$ cat src/fosr_pkg.sv
// package for the flash operation status register block
package fosr_pkg;

   // status bit positions
   localparam int unsigned BIT_CTRL_READY   = 7;
   localparam int unsigned BIT_ERASE_SUSP   = 6;
   localparam int unsigned BIT_ERASE_FAIL   = 5;
   localparam int unsigned BIT_PROG_FAIL    = 4;
   localparam int unsigned BIT_SUPPLY_ERR   = 3;
   localparam int unsigned BIT_PROG_SUSP    = 2;
   localparam int unsigned BIT_PROT_ERR     = 1;

   // command codes seen on the low byte of a bus write
   localparam logic [7:0] CMD_READ_STATUS   = 8'h70;
   localparam logic [7:0] CMD_CLEAR_STATUS  = 8'h50;
   localparam logic [7:0] CMD_READ_ARRAY    = 8'hFF;

   // values after reset
   localparam logic [3:0] STICKY_RESET      = 4'h0;
   localparam logic [7:0] SNAP_RESET        = 8'h80;
   localparam logic       SEL_N_RESET       = 1'b1;   // idle level of active-low select pins

   // operation kinds started by the command decoder
   typedef enum logic [2:0] {
      OP_NONE,
      OP_PROGRAM,
      OP_ERASE,
      OP_PROTECT,
      OP_UNPROTECT
   } fosr_op_e;

   // outcome reported by the program/erase controller at the end of an operation
   typedef struct packed {
      logic limit_fail;   // pulse limit exhausted
      logic seq_fail;     // wrong command sequence
      logic prot_block;   // target block protected
   } fosr_result_s;

   // command pulses from the command decoder
   typedef struct packed {
      logic     start;       // operation accepted
      fosr_op_e op;          // kind of operation started
      logic     suspend;     // suspend accepted
      logic     resume;      // resume accepted
      logic     read_status; // read status accepted
      logic     clear;       // clear status accepted
      logic     read_array;  // back to array read
   } fosr_cmd_s;

endpackage

$ cat src/fosr_sticky.sv
// sticky error bits with clear command
`timescale 1ns/10ps
module fosr_sticky #(
   parameter int unsigned WIDTH = 4
) (
   // clock and reset
   input  wire logic             CLK_SYS_IN,
   input  wire logic             SYS_RST_IN,
   // set and clear
   input  wire logic [WIDTH-1:0] set_in,
   input  wire logic             clear_in,
   output logic      [WIDTH-1:0] flags_out
);

   typedef struct packed {
      logic [WIDTH-1:0] flags;
   } fosr_stk_s;

   fosr_stk_s st_r;
   fosr_stk_s st_nxt;

   // set wins over clear so no event is lost
   always_comb begin
      st_nxt = st_r;
      if (clear_in) begin
         st_nxt.flags = '0;
      end
      st_nxt.flags = st_nxt.flags | set_in;
   end

   // hold flags; reset clears them
   always_ff @(posedge CLK_SYS_IN or posedge SYS_RST_IN) begin
      if (SYS_RST_IN) begin
         st_r.flags <= '0;
      end else begin
         st_r <= st_nxt;
      end
   end

   assign flags_out = st_r.flags;

endmodule

$ cat src/fosr_sync.sv
// two flip-flop synchroniser for a single pin level
`timescale 1ns/10ps
module fosr_sync #(
   parameter logic RESET_VAL = 1'b0
) (
   // clock and reset
   input  wire logic CLK_SYS_IN,
   input  wire logic SYS_RST_IN,
   // level
   input  wire logic d_in,
   output logic      q_out
);

   typedef struct packed {
      logic meta;
      logic q;
   } fosr_sync_s;

   fosr_sync_s st_r;
   fosr_sync_s st_nxt;

   // first stage feeds only the second stage
   always_comb begin
      st_nxt.meta = d_in;
      st_nxt.q    = st_r.meta;
   end

   // register the pair
   always_ff @(posedge CLK_SYS_IN or posedge SYS_RST_IN) begin
      if (SYS_RST_IN) begin
         // reset to the pin's idle level so no false edge follows reset
         st_r.meta <= RESET_VAL;
         st_r.q    <= RESET_VAL;
      end else begin
         st_r <= st_nxt;
      end
   end

   assign q_out = st_r.q;

endmodule

$ cat src/fosr_top.sv
// operation status register of the flash: state, errors and read path
// Behaviour
// status appears on the low eight data lines
// program, erase, protect, resume commands select status read
// status read ignores the presented address
// status only by async reads; array restores burst
// display refreshes on output enable or chip toggle
// bits 5,4,3,1 stay until clear command
// hardware reset clears all sticky error bits
// bit 7 low busy, others float
// after suspend bit 7 low until paused
// host polls bit 7 before other bits
// bit 6 shows erase suspended awaiting resume
// resume clears erase suspend bit
// bit 2 shows program suspended, resume clears
// bit 5 flags erase or unprotect failure
// erase failure cause adds bits 3, 1, 4
// bit 4 flags program or protect failure
// program failure cause adds bits 3, 1, 5
// supply sampled at operation start, sets bit 3
// protected block adds bit 1 with failure
// set error makes new operation fail
// host masks reserved bit 0
// program during erase suspend reports bit 6
// protect operations accept only read status
// read status 70h, clear status 50h
`timescale 1ns/10ps
module fosr_top (
   // clock and reset
   input  wire logic                CLK_SYS_IN,
   input  wire logic                SYS_RST_IN,
   // command decoder pulses
   input  wire fosr_pkg::fosr_cmd_s CMD_IN,
   input  wire logic [7:0]          CMD_CODE_IN,
   input  wire logic                CMD_WRITE_IN,
   // program/erase controller
   input  wire logic                CTRL_PAUSED_IN,
   input  wire logic                CTRL_DONE_IN,
   input  wire fosr_pkg::fosr_result_s CTRL_RESULT_IN,
   input  wire logic                BLOCK_PROT_IN,
   // pins from outside the clock domain
   input  wire logic                WP_SUPPLY_OK_IN,
   input  wire logic                CHIP_EN_N_IN,
   input  wire logic                OUT_EN_N_IN,
   input  wire logic                SYNC_READ_CFG_IN,
   // read path, controller requests and ignored-command flag
   output logic [7:0]               LOW_BYTE_DATA_LINES_OUT,
   output logic [7:0]               LOW_BYTE_DATA_LINES_OE_OUT,
   output logic                     STATUS_MODE_OUT,
   output logic                     SYNC_READ_EN_OUT,
   output logic                     CTRL_GO_OUT,
   output logic                     CTRL_SUSPEND_OUT,
   output logic                     CTRL_RESUME_OUT,
   output logic                     CMD_IGNORED_OUT
);

   typedef enum logic [2:0] {
      ST_IDLE,
      ST_RUN,
      ST_SUSP_WAIT,
      ST_SUSPENDED,
      ST_NESTED_PROG
   } fosr_state_e;

   typedef struct packed {
      fosr_state_e      state;
      fosr_pkg::fosr_op_e op;
      fosr_pkg::fosr_op_e susp_op;
      logic             status_mode;
      logic             erase_susp;
      logic             prog_susp;
      logic [7:0]       snap;
      logic             oe_n_d;
      logic             ce_n_d;
      logic             go;
      logic             ignored;
   } fosr_state_s;

   fosr_state_s st_r;
   fosr_state_s st_nxt;

   logic       wp_ok;
   logic       ce_n;
   logic       oe_n;
   logic       sync_cfg;
   logic [3:0] sticky_set;
   logic       sticky_clr;
   logic [3:0] sticky;
   logic [7:0] live;
   logic       busy;
   logic       locked;
   logic       refresh;

   // error flag order inside sticky vector: erase, program, supply, protection
   function automatic logic [3:0] fail_bits(input fosr_pkg::fosr_op_e op,
                                            input fosr_pkg::fosr_result_s res,
                                            input logic prior);
      logic erase_like;
      logic [3:0] b;
      erase_like = (op == fosr_pkg::OP_ERASE) || (op == fosr_pkg::OP_UNPROTECT);
      b = 4'h0;
      if (res.limit_fail || prior) begin
         b[3] = erase_like;
         b[2] = !erase_like;
      end
      if (res.seq_fail) begin
         b[3] = 1'b1;
         b[2] = 1'b1;
      end
      return b;
   endfunction

   // pins pass two flip-flops before use
   fosr_sync u_sync_wp (
      .CLK_SYS_IN (CLK_SYS_IN),
      .SYS_RST_IN (SYS_RST_IN),
      .d_in       (WP_SUPPLY_OK_IN),
      .q_out      (wp_ok)
   );
   fosr_sync #(
      .RESET_VAL (fosr_pkg::SEL_N_RESET)
   ) u_sync_ce (
      .CLK_SYS_IN (CLK_SYS_IN),
      .SYS_RST_IN (SYS_RST_IN),
      .d_in       (CHIP_EN_N_IN),
      .q_out      (ce_n)
   );
   fosr_sync #(
      .RESET_VAL (fosr_pkg::SEL_N_RESET)
   ) u_sync_oe (
      .CLK_SYS_IN (CLK_SYS_IN),
      .SYS_RST_IN (SYS_RST_IN),
      .d_in       (OUT_EN_N_IN),
      .q_out      (oe_n)
   );
   fosr_sync u_sync_cfg (
      .CLK_SYS_IN (CLK_SYS_IN),
      .SYS_RST_IN (SYS_RST_IN),
      .d_in       (SYNC_READ_CFG_IN),
      .q_out      (sync_cfg)
   );

   // sticky errors cleared by command or hardware reset
   fosr_sticky #(
      .WIDTH (4)
   ) u_sticky (
      .CLK_SYS_IN (CLK_SYS_IN),
      .SYS_RST_IN (SYS_RST_IN),
      .set_in     (sticky_set),
      .clear_in   (sticky_clr),
      .flags_out  (sticky)
   );

   // controller busy and protect lock-out
   always_comb begin
      busy   = (st_r.state == ST_RUN) || (st_r.state == ST_SUSP_WAIT) || (st_r.state == ST_NESTED_PROG);
      locked = busy && ((st_r.op == fosr_pkg::OP_PROTECT) || (st_r.op == fosr_pkg::OP_UNPROTECT));
   end

   // clear status on code 50h, refused during protect operations
   always_comb begin
      sticky_clr = (CMD_IN.clear || (CMD_WRITE_IN && (CMD_CODE_IN == fosr_pkg::CMD_CLEAR_STATUS)))
                   && !locked;
   end

   // live status assembled from state and sticky errors
   always_comb begin
      live = 8'h00;
      live[fosr_pkg::BIT_CTRL_READY] = !busy;
      live[fosr_pkg::BIT_ERASE_SUSP] = st_r.erase_susp;
      live[fosr_pkg::BIT_ERASE_FAIL] = sticky[3];
      live[fosr_pkg::BIT_PROG_FAIL]  = sticky[2];
      live[fosr_pkg::BIT_SUPPLY_ERR] = sticky[1];
      live[fosr_pkg::BIT_PROG_SUSP]  = st_r.prog_susp;
      live[fosr_pkg::BIT_PROT_ERR]   = sticky[0];
   end

   // new value latched on output enable toggle, chip re-select, or every cycle while not busy
   always_comb begin
      refresh = (oe_n != st_r.oe_n_d) || (st_r.ce_n_d && !ce_n && !oe_n) || !busy;
   end

   // state update
   always_comb begin
      st_nxt         = st_r;
      st_nxt.oe_n_d  = oe_n;
      st_nxt.ce_n_d  = ce_n;
      st_nxt.go      = 1'b0;
      st_nxt.ignored = 1'b0;
      sticky_set     = 4'h0;
      if (refresh) begin
         st_nxt.snap = live;
      end
      if (locked) begin
         // only read status passes while protect runs
         if (CMD_IN.start || CMD_IN.suspend || CMD_IN.resume || CMD_IN.read_array || CMD_IN.clear
             || (CMD_WRITE_IN && CMD_CODE_IN == fosr_pkg::CMD_CLEAR_STATUS)) begin
            st_nxt.ignored = 1'b1;
         end
      end else begin
         if (CMD_IN.read_status || (CMD_WRITE_IN && CMD_CODE_IN == fosr_pkg::CMD_READ_STATUS)) begin
            st_nxt.status_mode = 1'b1;
         end
         if (CMD_IN.read_array || (CMD_WRITE_IN && CMD_CODE_IN == fosr_pkg::CMD_READ_ARRAY)) begin
            st_nxt.status_mode = 1'b0;
         end
      end
      case (st_r.state)
         ST_IDLE, ST_SUSPENDED: begin
            if (CMD_IN.start && CMD_IN.op != fosr_pkg::OP_NONE) begin
               st_nxt.status_mode = 1'b1;
               st_nxt.op          = CMD_IN.op;
               if (!wp_ok) begin
                  sticky_set[1] = 1'b1;
                  sticky_set    = sticky_set | fail_bits(CMD_IN.op, '0, 1'b1);
               end else if (sticky != 4'h0) begin
                  sticky_set = fail_bits(CMD_IN.op, '0, 1'b1);
               end else if (BLOCK_PROT_IN && (CMD_IN.op == fosr_pkg::OP_PROGRAM
                                               || CMD_IN.op == fosr_pkg::OP_ERASE)) begin
                  sticky_set = fail_bits(CMD_IN.op, '0, 1'b1) | 4'h1;
               end else begin
                  st_nxt.go    = 1'b1;
                  st_nxt.state = (st_r.state == ST_SUSPENDED) ? ST_NESTED_PROG : ST_RUN;
               end
            end else if (CMD_IN.resume && st_r.state == ST_SUSPENDED) begin
               st_nxt.status_mode = 1'b1;
               st_nxt.erase_susp  = 1'b0;
               st_nxt.prog_susp   = 1'b0;
               st_nxt.op          = st_r.susp_op;
               st_nxt.state       = ST_RUN;
            end
         end
         ST_RUN: begin
            if (CTRL_DONE_IN) begin
               st_nxt.susp_op = fosr_pkg::OP_NONE;                      // resumed op finished
               sticky_set   = fail_bits(st_r.op, CTRL_RESULT_IN, 1'b0);
               st_nxt.state = ST_IDLE;
            end else if (CMD_IN.suspend && !locked) begin
               st_nxt.state = ST_SUSP_WAIT;
            end
         end
         ST_SUSP_WAIT: begin
            if (CTRL_DONE_IN) begin
               // completed instead of pausing
               st_nxt.susp_op = fosr_pkg::OP_NONE;
               sticky_set   = fail_bits(st_r.op, CTRL_RESULT_IN, 1'b0);
               st_nxt.state = ST_IDLE;
            end else if (CTRL_PAUSED_IN) begin
               st_nxt.susp_op    = st_r.op;
               st_nxt.erase_susp = (st_r.op == fosr_pkg::OP_ERASE);
               st_nxt.prog_susp  = (st_r.op == fosr_pkg::OP_PROGRAM);
               st_nxt.state      = ST_SUSPENDED;
            end
         end
         ST_NESTED_PROG: begin
            if (CTRL_DONE_IN) begin
               sticky_set   = fail_bits(st_r.op, CTRL_RESULT_IN, 1'b0);
               st_nxt.state = ST_SUSPENDED;
            end
         end
         default: begin
            st_nxt.state = ST_IDLE;
         end
      endcase
   end

   // register all state
   always_ff @(posedge CLK_SYS_IN or posedge SYS_RST_IN) begin
      if (SYS_RST_IN) begin
         st_r.state       <= ST_IDLE;
         st_r.op          <= fosr_pkg::OP_NONE;
         st_r.susp_op     <= fosr_pkg::OP_NONE;
         st_r.status_mode <= 1'b0;
         st_r.erase_susp  <= 1'b0;
         st_r.prog_susp   <= 1'b0;
         st_r.snap        <= fosr_pkg::SNAP_RESET;
         st_r.oe_n_d      <= 1'b1;
         st_r.ce_n_d      <= 1'b1;
         st_r.go          <= 1'b0;
         st_r.ignored     <= 1'b0;
      end else begin
         st_r <= st_nxt;
      end
   end

   // status on low byte regardless of address; bits 6 to 0 float while busy
   always_comb begin
      LOW_BYTE_DATA_LINES_OUT    = st_r.snap;
      LOW_BYTE_DATA_LINES_OE_OUT = 8'h00;
      if (st_r.status_mode && !ce_n && !oe_n) begin
         LOW_BYTE_DATA_LINES_OE_OUT = st_r.snap[fosr_pkg::BIT_CTRL_READY] ? 8'hFF : 8'h80;
      end
   end

   // burst setting only outside status mode
   assign SYNC_READ_EN_OUT = sync_cfg && !st_r.status_mode;
   assign STATUS_MODE_OUT  = st_r.status_mode;
   assign CTRL_GO_OUT      = st_r.go;
   assign CTRL_SUSPEND_OUT = (st_r.state == ST_SUSP_WAIT);
   assign CTRL_RESUME_OUT  = (st_r.state == ST_RUN) && (st_r.susp_op != fosr_pkg::OP_NONE);
   assign CMD_IGNORED_OUT  = st_r.ignored;

   // checks
   clear_wins_a: assert property (@(posedge CLK_SYS_IN) disable iff (SYS_RST_IN)
      sticky_clr && sticky_set == 4'h0 |=> sticky == 4'h0) else $error("clear did not empty errors");
   sticky_hold_a: assert property (@(posedge CLK_SYS_IN) disable iff (SYS_RST_IN)
      !sticky_clr && sticky[3] |=> sticky[3]) else $error("erase error dropped");
   busy_low_a: assert property (@(posedge CLK_SYS_IN) disable iff (SYS_RST_IN)
      busy && refresh |=> !LOW_BYTE_DATA_LINES_OUT[7]) else $error("ready bit high while busy");
   susp_wait_a: assert property (@(posedge CLK_SYS_IN) disable iff (SYS_RST_IN)
      st_r.state == ST_SUSP_WAIT && !CTRL_PAUSED_IN && !CTRL_DONE_IN |=> !live[7]) else $error("ready before pause");
   resume_clr_a: assert property (@(posedge CLK_SYS_IN) disable iff (SYS_RST_IN)
      st_r.state == ST_SUSPENDED && CMD_IN.resume && !CMD_IN.start |=> !st_r.erase_susp && !st_r.prog_susp)
      else $error("suspend bits kept after resume");
   supply_err_a: assert property (@(posedge CLK_SYS_IN) disable iff (SYS_RST_IN)
      st_r.state == ST_IDLE && CMD_IN.start && CMD_IN.op != fosr_pkg::OP_NONE && !wp_ok |=> sticky[1])
      else $error("supply error not flagged");
   status_sel_a: assert property (@(posedge CLK_SYS_IN) disable iff (SYS_RST_IN)
      !locked && CMD_IN.start && CMD_IN.op != fosr_pkg::OP_NONE |=> st_r.status_mode) else $error("no status mode");
   float_a: assert property (@(posedge CLK_SYS_IN) disable iff (SYS_RST_IN)
      !st_r.snap[7] |-> LOW_BYTE_DATA_LINES_OE_OUT[6:0] == 7'h00) else $error("status bits driven while busy");
   fail_start_a: assert property (@(posedge CLK_SYS_IN) disable iff (SYS_RST_IN)
      st_r.state == ST_IDLE && CMD_IN.start && sticky != 4'h0 |=> st_r.state == ST_IDLE && !st_r.go)
      else $error("operation started with errors set");
   susp_c: cover property (@(posedge CLK_SYS_IN) disable iff (SYS_RST_IN) st_r.state == ST_SUSPENDED);
   nest_c: cover property (@(posedge CLK_SYS_IN) disable iff (SYS_RST_IN) st_r.state == ST_NESTED_PROG);
   err_c:  cover property (@(posedge CLK_SYS_IN) disable iff (SYS_RST_IN) sticky[3] && sticky[0]);

endmodule

$ cat config.mk
export PLATFORM = sky130hd
export DESIGN_NAME = fosr_top
export DESIGN_NICKNAME = d
export VERILOG_FILES = /design/src/fosr_pkg.sv /design/src/fosr_sticky.sv /design/src/fosr_sync.sv /design/src/fosr_top.sv
export SDC_FILE = /design/constraint.sdc
export NUM_CORES = 1
export LEC_CHECK = 0
export BUFFER_PORTS_ARGS = -buffer_cell sky130_fd_sc_hd__buf_2
export CAP_MARGIN = 25
export CELL_PAD_IN_SITES_DETAIL_PLACEMENT = 1
export CELL_PAD_IN_SITES_GLOBAL_PLACEMENT = 2
export CORE_MARGIN = 2
export CORE_UTILIZATION = 34
export CTS_CLUSTER_SIZE = 12
export DETAILED_ROUTE_END_ITERATION = 8
export GPL_TIMING_DRIVEN = 1
export PLACE_DENSITY_LB_ADDON = 0.1
export SETUP_SLACK_MARGIN = 0.02
export SYNTH_ARGS = -nofsm -noshare
export SYNTH_HDL_FRONTEND = slang
export SYNTH_HIERARCHICAL = 1
export SYNTH_SLANG_ARGS = --single-unit
export TNS_END_PERCENT = 5
$ cat constraint.sdc
create_clock -name CLK_SYS_IN -period 4.7 [get_ports CLK_SYS_IN]
set_clock_uncertainty 0.15 [all_clocks]
set_input_delay 0.705 -clock CLK_SYS_IN [delete_from_list [all_inputs] [get_ports CLK_SYS_IN]]
set_output_delay 0.705 -clock CLK_SYS_IN [all_outputs]
set_load 0.1 [all_outputs]
==> impl_metrics.toml <==
[sta]
fmax_mhz = 363.1
rsz0062_at_grt = "no"
timing.final.ws_setup_ns = 1.946
whs_ns = 0.1479
final_hold_viol_count = 0
min_period_ns = 2.754
max_slew_margin_pct = 37.91
fin_tns_setup_ns = 0
fin_crit_sh_pct = 58.59
setup_viol = 0
finalMaxSlewViolations = 0
worst-slew-pin-transition_ns = 0.9303

[power_and_ir_drop]
cellLeakagePower_nw = 1.059
finalPower_mw = 1.481
vdd_drop_max_v = 0.0003497
p_per_area_nw_per_um2 = 678.8

[job]
drv_cap = 0

[final_layout]
final_cell_mix = "buf_2 (49), dfrtp_1 (28), inv_1 (17), nor2_1 (16), a21oi_1 (12)"
stdcell_area_um2 = 2182
fillCellCount = 649
final_common_cell = "buf_2"
drive_gt1_share_pct = 34.06
n_antenna_cell = 0
final_nets = 258
area_growth_pct = 15.88

[placement]
place_hpwl_mm = 3.598
dp_slack_ns = 2.267
dpl_cell_area_um2 = 2093
gp_congestion = 0.7236
io_buffer_count = 49

[clock_network]
cts_sinks = 35
cts_tree = "done"
hold_buffers = 0
root_buffer = "clkbuf_8"
clk_latency_ns = 0.29
cts_resized = 0
cts_made_buffers = 5
cts.clk_slew.worst_paths_ns = 0.07
cts_max_level = 2
post_cts_buffers = 0
cts_max_path_buffers = 2

[critical_path]
cp-end-kind = "output port"
crit_type = "register to output port"
crit_path_max_fanout = 15
critPathRequiredTime_ns = 3.85
crit_arrival_ns = 1.90
cp-start-kind = "register"

[yosys]
synthesis.nets = 221
synth_warnings = 6
synth-main-ff-cell = "dfrtp_1"
synth_fa_ha_area_share_pct = 0
syn_area_um2 = 1883
synth_mux_area_share_pct = 4.385
synth_cell_types = 46
synthSimpleGateAreaFrac_pct = 16.01
syn_avg_cell_area_um2 = 9.859
yosys.area.top_type = "dfrtp_1"
synth-compound-area-share_pct = 20.07
synth_edf_count = 0
seq_area_frac_synth_pct = 46.98
synth_top_area_share_pct = 37.21
syn_inst = 191
synth_xor_area_share_pct = 1.860
synth_top_family_by_area = "compound AO/OA/AOI/OAI gates"
netlist_top_cells_area = "dfrtp_1 (37%), dfstp_2 (9.8%), buf_4 (6.0%), mux2_1 (3.6%), inv_1 (3.4%)"
async_flop_share_pct = 100.0
synth-seq-cells = 35

[global_routing]
antenna_found_initial = 0
grt_overflow = 0
grt_pass1_wl_mm = 7.596
grt_pass1_vias = 1588
grt_usage_pct = 16.24
grt_max_degree = 24

[routing]
avgViaCountPerCell = 4.960
drc_errors = 0
wl_per_cell_um = 14.99
drt_iter0_drc = 47
vias = 1493
dr.pass1.iters = 4
ant_nets = 0
routed_wl_mm = 4.512

[hold_path]
hp-class = "input pin to async pin"

[floorplan]
die_w_um = 78.42
ios = 52
die_area_um2 = 6150
fp.coreArea_um2 = 5439
start_util_pct = 34.62
dieHeight_um = 78.42
std_cell_rows = 27

[run_status]
status = "finished, final reports clean"
==> worst max-delay path, stage by stage, from the launching register on <==
cell and delay (ns):
dfrtp_1 0.57, nand2b_1 0.28, a311oi_1 0.27, buf_2 0.48
==> power breakdown <==
part / internal [mW] / switching [mW] / total, mW
combinational: 0.210 / 0.576 / 0.787
sequential: 0.382 / 0.0971 / 0.480
clock: 0.103 / 0.112 / 0.215
total: 0.696 / 0.785 / 1.48
==> flip-flops by register name, indices dropped and copies added, names as in the netlist, 2 cells and up <==
name                     cells
live                         2
u_sticky/flags_out           4
LOW_BYTE_DATA_LINES_OUT      7
st_r                        11
==> cell families after synthesis <==
logic type,after synthesis
flip-flops,35
XOR/XNOR,4
other,1
buffers and inverters,37
multiplexers,7
AO/OA/AOI/OAI,50
AND/OR/NAND/NOR,57
==> worst paths after layout <==
path,from,cells after the start,end,slack (ns)
max,st_r[22],3,CTRL_RESUME_OUT,1.95
min,SYS_RST_IN,2,u_sync_cfg/q_out,0.15
max reg2reg,st_r[23],4,LOW_BYTE_DATA_LINES_OUT[6],2.60
min reg2reg,u_sync_cfg/st_nxt[0],0,u_sync_cfg/q_out,0.21
max in group asynchronous,SYS_RST_IN,2,LOW_BYTE_DATA_LINES_OUT[6],3.32
min in group CLK_SYS_IN,u_sync_cfg/st_nxt[0],0,u_sync_cfg/q_out,0.21
==> layer usage <==
layer | global-route usage, % | vias to the layer above | wire length (um)
met5 | 0 | - | 0
met3 | 3.678 | 6 | 190
met4 | 6.842 | 0 | 83
met1 | 19.17 | 719 | 1958
met2 | 28.36 | 39 | 2279
li1 | - | 729 | -
==> synth_stat cells (all sizes together), types with 4 or more instances <==
library cell   n
a21o           7
a21oi         15
buf           17
dfrtp         28
dfstp          7
inv           18
mux2           7
nand2          9
nand2b         5
nand3          6
nor2          16
nor3           4
o21ai          6
o22ai          4
==> area by class of cell <==
type	count	area [um2]	share of cell area, %
sequential	35	884.6	40.54
multi-input combinational	119	805.8	36.93
timing repair buffer	49	245.2	11.24
tap	72	90.09	4.128
clock buffer	5	68.82	3.154
inverter	18	67.56	3.096
clock inverter	3	20.02	0.9174
==> metrics by stage <==
stage / utilization, % / std cells
final: 40.12 / 301
after CTS: 40.12 / 301
after global routing: 40.12 / 301
after detailed placement: 38.49 / 293
after global placement: 38.49 / 293
after floorplan: - / 191
Power figures use the tool's default switching activity.
